<file path="config.mk">
export PLATFORM = sky130hd
export DESIGN_NAME = inr_ctrl
export DESIGN_NICKNAME = d
export VERILOG_FILES = /design/src/inr_pkg.sv /design/src/inr_fifo.sv /design/src/inr_ctrl.sv
export VERILOG_INCLUDE_DIRS = /design/src
export SDC_FILE = /design/constraint.sdc
export NUM_CORES = 1
export LEC_CHECK = 0
export BUFFER_PORTS_ARGS = -buffer_cell sky130_fd_sc_hd__buf_2
export CAP_MARGIN = 20
export CELL_PAD_IN_SITES_DETAIL_PLACEMENT = 0
export CELL_PAD_IN_SITES_GLOBAL_PLACEMENT = 2
export CORE_MARGIN = 5
export CORE_UTILIZATION = 25
export CTS_CLUSTER_SIZE = 8
export DETAILED_ROUTE_END_ITERATION = 8
export GPL_TIMING_DRIVEN = 0
export PLACE_DENSITY_LB_ADDON = 0.1
export REMOVE_ABC_BUFFERS = 1
export SYNTH_ARGS = -nofsm -noshare
export SYNTH_HDL_FRONTEND = slang
export SYNTH_HIERARCHICAL = 1
export SYNTH_SLANG_ARGS = --single-unit
</file>
<file path="constraint.sdc">
create_clock -name sys_clk -period 9.39 [get_ports sys_clk]
set_input_delay 1.4085 -clock sys_clk [delete_from_list [all_inputs] [get_ports sys_clk]]
set_output_delay 1.4085 -clock sys_clk [all_outputs]
set_load 0.01 [all_outputs]
</file>
<file path="src/inr_defines.svh">
// Purpose: Constants of the noise reduction control block
// Assumes: Included by bare name, definitions only
// Notes:   Widths fixed at build time
`ifndef INR_DEFINES_SVH
`define INR_DEFINES_SVH

`define INR_COMP_W        8
`define INR_DATA_W        24
`define INR_COMP_CNT      3
`define INR_FIFO_DEPTH    16
`define INR_STR_W         3
`define INR_STR_DEFAULT   3'h1
`define INR_STR_MAX       3'h4
`define INR_CNT_W         13
`define INR_COLUMN_LIMIT  13'h0780
`define INR_ROW_LIMIT     13'h0438
`define INR_CTRL_EN       0
`define INR_CTRL_UPD      1
`define INR_WORD_W        32
`define INR_FILT_SHIFT    3

`endif

</file>
<file path="src/inr_pkg.sv">
// Purpose: Types of the noise reduction control block
// Assumes: inr_defines.svh holds the numbers
// Notes:   Video word packed Cb/U, Cr/V, Y from the top down
`include "inr_defines.svh"

package inr_pkg;

  typedef struct packed {
    logic [`INR_DATA_W-1:0] data;
    logic                   hblank;
    logic                   vblank;
    logic                   active;
  } inr_vid_t;

  typedef enum logic [1:0] {
    INR_MODE_REG   = 2'b00,
    INR_MODE_PORT  = 2'b01,
    INR_MODE_CONST = 2'b10
  } inr_mode_t;

  typedef enum logic [1:0] {
    ST_HOLD   = 2'b00,
    ST_RESYNC = 2'b01,
    ST_RUN    = 2'b10
  } inr_state_t;

endpackage

</file>
<file path="src/inr_fifo.sv">
// Purpose: Stream FIFO with valid/ready on both sides
// Assumes: Single clock, clock enable and synchronous clear
// Notes:   Head word read combinationally from the array
`timescale 1ns/1ps
`default_nettype none

module inr_fifo #(
  parameter int WIDTH = 27,
  parameter int DEPTH = 16
) (
  input  wire logic             sys_clk,
  input  wire logic             resetn,
  input  wire logic             sclr,
  input  wire logic             ce,
  input  wire logic             in_valid,
  output logic                  in_ready,
  input  wire logic [WIDTH-1:0] in_data,
  output logic                  out_valid,
  input  wire logic             out_ready,
  output logic      [WIDTH-1:0] out_data
);
  localparam int AW = $clog2(DEPTH);

  logic [WIDTH-1:0] mem [DEPTH];
  logic [AW:0]      wr_ptr_reg;
  logic [AW:0]      wr_ptr_next;
  logic [AW:0]      rd_ptr_reg;
  logic [AW:0]      rd_ptr_next;
  logic             full;
  logic             empty;
  logic             push;
  logic             pop;

  assign full      = (wr_ptr_reg[AW] != rd_ptr_reg[AW]) &&
                     (wr_ptr_reg[AW-1:0] == rd_ptr_reg[AW-1:0]);
  assign empty     = (wr_ptr_reg == rd_ptr_reg);
  assign in_ready  = !full;
  assign out_valid = !empty;
  assign out_data  = mem[rd_ptr_reg[AW-1:0]];
  assign push      = ce && !sclr && in_valid && !full;
  assign pop       = ce && !sclr && out_ready && !empty;

  always_comb begin
    wr_ptr_next = wr_ptr_reg;
    rd_ptr_next = rd_ptr_reg;
    if (sclr) begin
      wr_ptr_next = '0;
      rd_ptr_next = '0;
    end else begin
      if (push) begin
        wr_ptr_next = wr_ptr_reg + 1'b1;
      end
      if (pop) begin
        rd_ptr_next = rd_ptr_reg + 1'b1;
      end
    end
  end

  always_ff @(posedge sys_clk or negedge resetn) begin
    if (!resetn) begin
      wr_ptr_reg <= '0;
      rd_ptr_reg <= '0;
    end else begin
      wr_ptr_reg <= wr_ptr_next;
      rd_ptr_reg <= rd_ptr_next;
    end
  end

  always_ff @(posedge sys_clk) begin
    if (push) begin
      mem[wr_ptr_reg[AW-1:0]] <= in_data;
    end
  end

endmodule

`default_nettype wire

</file>
<file path="src/inr_ctrl.sv">
// Purpose: Control side of a video smoothing filter pulling each pixel toward the previous one
// Assumes: Video stream and controls synchronous to sys_clk
// Notes:   Build option chosen by MODE; FIFO ahead of the output
`timescale 1ns/1ps
`default_nettype none

module inr_ctrl
  import inr_pkg::*;
#(
  parameter inr_mode_t MODE = INR_MODE_REG
) (
  input  wire logic                   sys_clk,
  input  wire logic                   resetn,
  input  wire logic                   sclr,
  input  wire logic                   ce,
  input  wire logic                   sw_reset,
  input  wire logic [1:0]             control_word,
  input  wire logic [`INR_STR_W-1:0]  strength_in,
  input  wire logic                   wr_en,
  input  wire logic [`INR_WORD_W-1:0] wr_data,
  output logic      [`INR_WORD_W-1:0] rd_data,
  output logic      [`INR_STR_W-1:0]  work_strength,
  output logic                        timing_locked,
  output logic                        col_overrun,
  output logic                        row_overrun,
  input  wire inr_vid_t               vid_in,
  input  wire logic                   in_valid,
  output logic                        in_ready,
  output inr_vid_t                    vid_out,
  output logic                        out_valid,
  input  wire logic                   out_ready
);

  inr_state_t             state_reg;
  inr_state_t             state_next;
  logic [`INR_STR_W-1:0]  work_str_reg;
  logic [`INR_STR_W-1:0]  work_str_next;
  logic [`INR_STR_W-1:0]  shadow_str_reg;
  logic [`INR_STR_W-1:0]  shadow_str_next;
  logic                   vb_prev_reg;
  logic                   vb_prev_next;
  logic                   hb_prev_reg;
  logic                   hb_prev_next;
  logic [`INR_DATA_W-1:0] prev_pix_reg;
  logic [`INR_DATA_W-1:0] prev_pix_next;
  logic                   prev_act_reg;
  logic                   prev_act_next;
  logic [`INR_CNT_W-1:0]  col_cnt_reg;
  logic [`INR_CNT_W-1:0]  col_cnt_next;
  logic [`INR_CNT_W-1:0]  row_cnt_reg;
  logic [`INR_CNT_W-1:0]  row_cnt_next;
  logic                   col_ovf_reg;
  logic                   col_ovf_next;
  logic                   row_ovf_reg;
  logic                   row_ovf_next;
  inr_vid_t               out_reg;
  inr_vid_t               out_next;
  logic                   out_vld_reg;
  logic                   out_vld_next;

  logic                   en;
  logic                   upd;
  logic                   sw_rst;
  logic [`INR_STR_W-1:0]  str_src;
  logic [`INR_STR_W-1:0]  str_clamp;
  logic                   pass;
  logic                   fifo_in_ready;
  logic                   fifo_push;
  logic                   accept;
  logic                   vb_rise;
  logic                   hb_rise;
  logic                   load;
  inr_vid_t               filt;
  logic                   fifo_out_valid;
  inr_vid_t               fifo_out_data;
  logic                   pop;

  // Build-dependent control sources
  assign en      = (MODE == INR_MODE_CONST) ? 1'b1 :
                   control_word[`INR_CTRL_EN];
  assign upd     = control_word[`INR_CTRL_UPD];
  assign sw_rst  = (MODE == INR_MODE_CONST) ? 1'b0 : sw_reset;
  assign str_src = (MODE == INR_MODE_PORT) ? strength_in :
                   shadow_str_reg;
  assign str_clamp = (str_src > `INR_STR_MAX) ? `INR_STR_MAX :
                     str_src;

  // Stream acceptance; dropped input while not passing
  assign pass     = (state_reg == ST_RUN) && en && !sw_rst;
  assign accept   = ce && !sclr && in_valid &&
                    (fifo_in_ready || !pass);
  assign in_ready = fifo_in_ready || !pass;
  assign fifo_push = accept && pass;
  assign vb_rise  = accept && vid_in.vblank && !vb_prev_reg;
  assign hb_rise  = accept && vid_in.hblank && !hb_prev_reg;
  assign load     = vb_rise && en && upd && !sw_rst &&
                    (MODE != INR_MODE_CONST);

  // Control state
  always_comb begin
    state_next      = state_reg;
    work_str_next   = work_str_reg;
    shadow_str_next = shadow_str_reg;
    vb_prev_next    = vb_prev_reg;
    if (sclr) begin
      state_next      = ST_RESYNC;
      work_str_next   = `INR_STR_DEFAULT;
      shadow_str_next = `INR_STR_DEFAULT;
      vb_prev_next    = 1'b0;
    end else if (ce) begin
      if (accept) begin
        vb_prev_next = vid_in.vblank;
      end
      if (sw_rst) begin
        state_next      = ST_HOLD;
        work_str_next   = `INR_STR_DEFAULT;
        shadow_str_next = `INR_STR_DEFAULT;
      end else begin
        case (state_reg)
          ST_HOLD: begin
            state_next = ST_RESYNC;
          end
          ST_RESYNC: begin
            if (vb_rise) begin
              state_next = ST_RUN;
            end
          end
          ST_RUN: begin
            state_next = ST_RUN;
          end
          default: begin
            state_next = ST_RESYNC;
          end
        endcase
        if (wr_en && (MODE == INR_MODE_REG)) begin
          shadow_str_next = wr_data[`INR_STR_W-1:0];
        end
        if (load) begin
          work_str_next = str_clamp;
        end
      end
    end
  end

  always_ff @(posedge sys_clk or negedge resetn) begin
    if (!resetn) begin
      state_reg      <= ST_RESYNC;
      work_str_reg   <= `INR_STR_DEFAULT;
      shadow_str_reg <= `INR_STR_DEFAULT;
      vb_prev_reg    <= 1'b0;
    end else begin
      state_reg      <= state_next;
      work_str_reg   <= work_str_next;
      shadow_str_reg <= shadow_str_next;
      vb_prev_reg    <= vb_prev_next;
    end
  end

  // Per-component smoothing toward the previous pixel
  genvar gi;
  generate
    for (gi = 0; gi < `INR_COMP_CNT; gi++) begin : g_comp
      logic signed [`INR_COMP_W+4:0] cur;
      logic signed [`INR_COMP_W+4:0] prv;
      logic signed [`INR_COMP_W+4:0] dif;
      logic signed [`INR_COMP_W+4:0] adj;
      logic signed [`INR_COMP_W+4:0] res;
      assign cur = $signed({5'h00,
                   vid_in.data[gi*`INR_COMP_W +: `INR_COMP_W]});
      assign prv = $signed({5'h00,
                   prev_pix_reg[gi*`INR_COMP_W +: `INR_COMP_W]});
      assign dif = cur - prv;
      assign adj = (`INR_COMP_W+5)'((dif *
                   $signed({1'b0, work_str_reg})) >>> `INR_FILT_SHIFT);
      assign res = (prev_act_reg && vid_in.active) ? cur - adj : cur;
      assign filt.data[gi*`INR_COMP_W +: `INR_COMP_W] =
             res[`INR_COMP_W-1:0];
    end
  endgenerate

  assign filt.hblank = vid_in.hblank;
  assign filt.vblank = vid_in.vblank;
  assign filt.active = vid_in.active;

  // Previous pixel and geometry counters
  always_comb begin
    prev_pix_next = prev_pix_reg;
    prev_act_next = prev_act_reg;
    hb_prev_next  = hb_prev_reg;
    col_cnt_next  = col_cnt_reg;
    row_cnt_next  = row_cnt_reg;
    col_ovf_next  = col_ovf_reg;
    row_ovf_next  = row_ovf_reg;
    if (sclr || (ce && sw_rst)) begin
      prev_pix_next = '0;
      prev_act_next = 1'b0;
      hb_prev_next  = 1'b0;
      col_cnt_next  = '0;
      row_cnt_next  = '0;
      col_ovf_next  = 1'b0;
      row_ovf_next  = 1'b0;
    end else if (accept) begin
      prev_pix_next = vid_in.data;
      prev_act_next = vid_in.active;
      hb_prev_next  = vid_in.hblank;
      if (vid_in.hblank) begin
        col_cnt_next = '0;
      end else if (vid_in.active) begin
        if (col_cnt_reg == `INR_COLUMN_LIMIT) begin
          col_ovf_next = 1'b1;
        end else begin
          col_cnt_next = col_cnt_reg + 1'b1;
        end
      end
      if (vid_in.vblank) begin
        row_cnt_next = '0;
      end else if (hb_rise) begin
        if (row_cnt_reg == `INR_ROW_LIMIT) begin
          row_ovf_next = 1'b1;
        end else begin
          row_cnt_next = row_cnt_reg + 1'b1;
        end
      end
    end
  end

  always_ff @(posedge sys_clk or negedge resetn) begin
    if (!resetn) begin
      prev_pix_reg <= '0;
      prev_act_reg <= 1'b0;
      hb_prev_reg  <= 1'b0;
      col_cnt_reg  <= '0;
      row_cnt_reg  <= '0;
      col_ovf_reg  <= 1'b0;
      row_ovf_reg  <= 1'b0;
    end else begin
      prev_pix_reg <= prev_pix_next;
      prev_act_reg <= prev_act_next;
      hb_prev_reg  <= hb_prev_next;
      col_cnt_reg  <= col_cnt_next;
      row_cnt_reg  <= row_cnt_next;
      col_ovf_reg  <= col_ovf_next;
      row_ovf_reg  <= row_ovf_next;
    end
  end

  inr_fifo #(
    .WIDTH ($bits(inr_vid_t)),
    .DEPTH (`INR_FIFO_DEPTH)
  ) u_fifo (
    .sys_clk   (sys_clk),
    .resetn    (resetn),
    .sclr      (sclr || (ce && sw_rst)),
    .ce        (ce),
    .in_valid  (fifo_push),
    .in_ready  (fifo_in_ready),
    .in_data   (filt),
    .out_valid (fifo_out_valid),
    .out_ready (pop),
    .out_data  (fifo_out_data)
  );

  // Output register stage
  assign pop = ce && !sclr && !sw_rst && (!out_vld_reg || out_ready);

  always_comb begin
    out_next     = out_reg;
    out_vld_next = out_vld_reg;
    if (sclr || (ce && sw_rst)) begin
      out_next     = '0;
      out_vld_next = 1'b0;
    end else if (ce) begin
      if (pop && fifo_out_valid) begin
        out_next     = fifo_out_data;
        out_vld_next = 1'b1;
      end else if (out_ready) begin
        out_vld_next = 1'b0;
      end
    end
  end

  always_ff @(posedge sys_clk or negedge resetn) begin
    if (!resetn) begin
      out_reg     <= '0;
      out_vld_reg <= 1'b0;
    end else begin
      out_reg     <= out_next;
      out_vld_reg <= out_vld_next;
    end
  end

  assign vid_out       = out_reg;
  assign out_valid     = out_vld_reg;
  assign rd_data       = {{(`INR_WORD_W-`INR_STR_W){1'b0}},
                          shadow_str_reg};
  assign work_strength = work_str_reg;
  assign timing_locked = (state_reg == ST_RUN);
  assign col_overrun   = col_ovf_reg;
  assign row_overrun   = row_ovf_reg;
endmodule

`default_nettype wire

</file>
==> summary.md <==
| Metric | Value |
|---|---|
| Vias in the first global route | 16700 |
| H-Tree Depth | 3 |
| Flop-to-flop setup slack | 3.11 ns |
| Switch Pwr | 1.32 mW |
| Worst EP arrival | 7.10 ns |
| Total iterations of the first detailed-routing run | 5 |
| Post_cts resized | 0 |
| Critical Path RT | 9.67 ns |
| PwrDens | 178 nW/µm² |
| Worst skew pair latency | 0.63 ns |
| Combinational power share | 7.2% |
| Min Tclk post-route | 6.82 ns |
| Final Max Slew Viols | 0 |
| Largest net degree at the start of global routing | 73 |
| Final Hold Viols | 0 |
| Grt ovf | 0 |
| Hpwl dp | 51300 µm |
| Worst Slack Setup Final | 2.57 ns |
| First-pass GRT wire length | 109000 µm |
| Clk_skew | 0.0291 ns |
| Die area | 112000 µm² |
| Setup WS pre-CTS | 1.55 ns |
| Synth Register Bits | 533 |
| Layout area overhead | 19.3% |
| Post-DP Area | 29100 µm² |
| Post-Syn Instances | 1869 |
| Core Box Area | 105000 µm² |
| Rows | 119 |
| Main flop type after synthesis | edfxtp_1 |
| Count of flip-flops with a built-in enable after synthesis | 432 |
| Commonest non-fill, non-tap cells in the layout | edfxtp_1 (432), inv_1 (145), nand2_1 (132), mux4_2 (108), ha_1 (104) |
| R2R Path End | u_fifo/mem[6][18] |
| Fin Hold WS | 0.493 ns |
| VDD IR max | 0.105 mV |
| Starting Density | 25.1% |
| Worst Hold Class | register to register |
| DRT iter0 DRCs | 821 |
| Max reg flops | 432 |
| Critical path capture point | u_fifo/mem[6][18] |
| Slew margin rel. | 29.1% |
| Post-CTS Setup Inserts | 0 |
| Num CTS Buffers | 77 |
| Hold_buf cts | 0 |
| R2r worst-path depth | 26 |
| FF-to-FF Start | prev_pix_reg[9] |
| Pleak | 11.3 nW |
| Commonest non-fill, non-tap cell in the layout | edfxtp_1 |
| Start point of the critical path | vid_in[11] |
| Post-synth ARST share | 18.9% |
| Root Driver | clkbuf_16 |
| Final core utilization | 29.9% |
| RSZ-0062 raised after global routing | no |
| CP Launch Type | input pin |
| Sequential area share after synthesis | 59.0% |
| Sink Count | 533 |
| DRC violations left | 0 |
| Die W | 334 µm |
| Die height | 334 µm |
| Post-Syn Area | 26300 µm² |
| CP Capture Type | register |
| Flop pwr share | 46.2% |
| Final-stage net count | 2261 |
| Ant. Diodes | 0 |
| Post-Route WL | 72200 µm |
| Actual slew at the worst max-slew pin | 1.06 ns |
| Maximum fanout along the worst path | 16 |
| Total power | 5.58 mW |
| Crit share post-route | 72.6% |
| Final Wtd Congestion | 0.699 |
| Int Pwr | 4.27 mW |
| Vias per cell | 4.42 |
| Max clock buf depth | 3 |
| PortBufs | 77 |
| Syn Area/Cell | 14.1 µm² |
| Crit Path Class | input pin to register |
| Max-Cap Viols | 0 |
| Yosys synthesis warning count | 6 |
| Switching part of the total | 23.6% |
| Clock Power Share | 46.6% |
| Fin area | 31300 µm² |
| Status | finished, final reports clean |
| Ratio of cells with drive above 1 in the final layout | 21.0% |
| Synth cell types | 79 |
| Avg WL per Cell | 20.6 µm |
| TritonCTS clock tree | yes |
| All-Layer GR Usage | 12.9% |
| Setup violations, final | 0 |
| Achievable clock frequency | 147 MHz |
| ANT nets after route | 0 |
| Io pins | 139 |
| Routed vias | 15500 |
| Worst-path clk slew | 0.05 ns |
| Initial antenna violation count | 2 |
[cell type report]
cell class | instances | area, µm²
Sequential cell | 533 | 15500
Timing Repair Buffer | 184 | 1520
Inverter | 147 | 552
Fill cell | 10600 | 73500
Clock inverter | 9 | 114
Clock buffer | 133 | 2140
Multi-Input combinational cell | 1112 | 9760
Tap cell | 1391 | 1740
[layer usage]
metal	vias up	part of all wire [%]	global-route usage, %
met2	219	49	21.7
met1	7959	46	17.7
met5	-	0	0
met4	0	1.9	3.35
li1	7257	-	-
met3	77	2.9	1.83
[power groups by stage]
stage / logic [mW] / clock network [mW] / registers [mW]
after floorplan: 0.263 / 0 / 2.62
final: 0.402 / 2.60 / 2.58
after global placement: 0.393 / 0 / 2.63
after CTS: 0.412 / 2.70 / 2.58
after global routing: 0.463 / 2.80 / 2.58
after detailed placement: 0.410 / 0 / 2.62
[kinds of logic after synthesis]
group | synth area share (%)
buffers and inverters | 4.65
XOR/XNOR | 2.57
AO/OA/AOI/OAI | 6.67
flip-flops | 59.0
AND/OR/NAND/NOR | 8.88
adder cells (fa/ha/maj) | 7.24
multiplexers | 10.9
other | 0.0143
[per-stage QoR]
step	TNS [ns]	instances
after floorplan	-31.49	1792
after global placement	-3202.81	3260
final	0	3509
after global routing	0	3509
after detailed placement	0	3364
after CTS	0	3506
[worst min-delay path by stage]
stage / from / endpoint / slack [ns] / cells after the start
after CTS: vid_out[3] / vid_out[3] / 0.50 / 1
after detailed placement: vid_out[3] / vid_out[3] / 0.48 / 1
after floorplan: hb_prev_reg / row_overrun / 0.48 / 1
after global routing: vid_out[14] / vid_out[14] / 0.51 / 1
after global placement: vid_out[19] / vid_out[19] / 0.48 / 1
final: vid_out[16] / vid_out[16] / 0.49 / 1
[cell usage after synthesis, types with 4 or more instances]
| library cell | count | area, µm² |
|---|---|---|
| nor4b_1 | 4 | 35.0 |
| mux4_2 | 108 | 2430 |
| mux2i_1 | 33 | 330 |
| dfrtp_1 | 98 | 2450 |
| o21ai_1 | 8 | 40.0 |
| and3_1 | 9 | 56.3 |
| clkbuf_1 | 37 | 139 |
| inv_1 | 145 | 544 |
| nor2b_1 | 45 | 282 |
| a21o_1 | 16 | 120 |
| ha_1 | 104 | 1300 |
| o21a_1 | 10 | 75.1 |
| and4_1 | 4 | 35.0 |
| a211oi_1 | 29 | 218 |
| nor3_2 | 5 | 50.1 |
| xnor2_1 | 47 | 412 |
| nor2_1 | 91 | 342 |
| buf_2 | 14 | 70.1 |
| a31oi_1 | 4 | 25.0 |
| fa_1 | 30 | 601 |
| buf_6 | 11 | 124 |
| nor3_1 | 39 | 195 |
| a22o_1 | 27 | 236 |
| mux2_2 | 10 | 113 |
| nor4_1 | 11 | 68.8 |
| nand2_1 | 133 | 499 |
| nand2b_1 | 16 | 100 |
| o21ai_0 | 38 | 190 |
| nand4_1 | 7 | 43.8 |
| and2_1 | 34 | 213 |
| o2111ai_1 | 5 | 43.8 |
| buf_4 | 38 | 285 |
| nand3_1 | 23 | 115 |
| o41ai_1 | 5 | 43.8 |
| xor2_1 | 30 | 263 |
| or3_1 | 11 | 68.8 |
| edfxtp_1 | 432 | 13000 |
| a21oi_1 | 100 | 500 |
[critical path, stage by stage]
cell and delay (ns):
buf_2 0.12, inv_1 0.07, ha_1 0.23, fa_1 0.41
nor2b_1 0.19, o21a_1 0.13, nor2_1 0.04, xnor2_1 0.36
and2_1 0.19, ha_1 0.15, inv_1 0.05, fa_1 0.49
inv_1 0.05, ha_1 0.33, o21ai_0 0.22, a21oi_1 0.10
nor2_1 0.12, xor2_1 0.32, ha_1 0.33, or2_2 0.30
a21oi_1 0.15, a31oi_1 0.08, xnor2_1 0.21, nor2b_1 0.16
mux2i_1 0.13, xnor2_2 0.73
(Power assumes the default switching activity.)
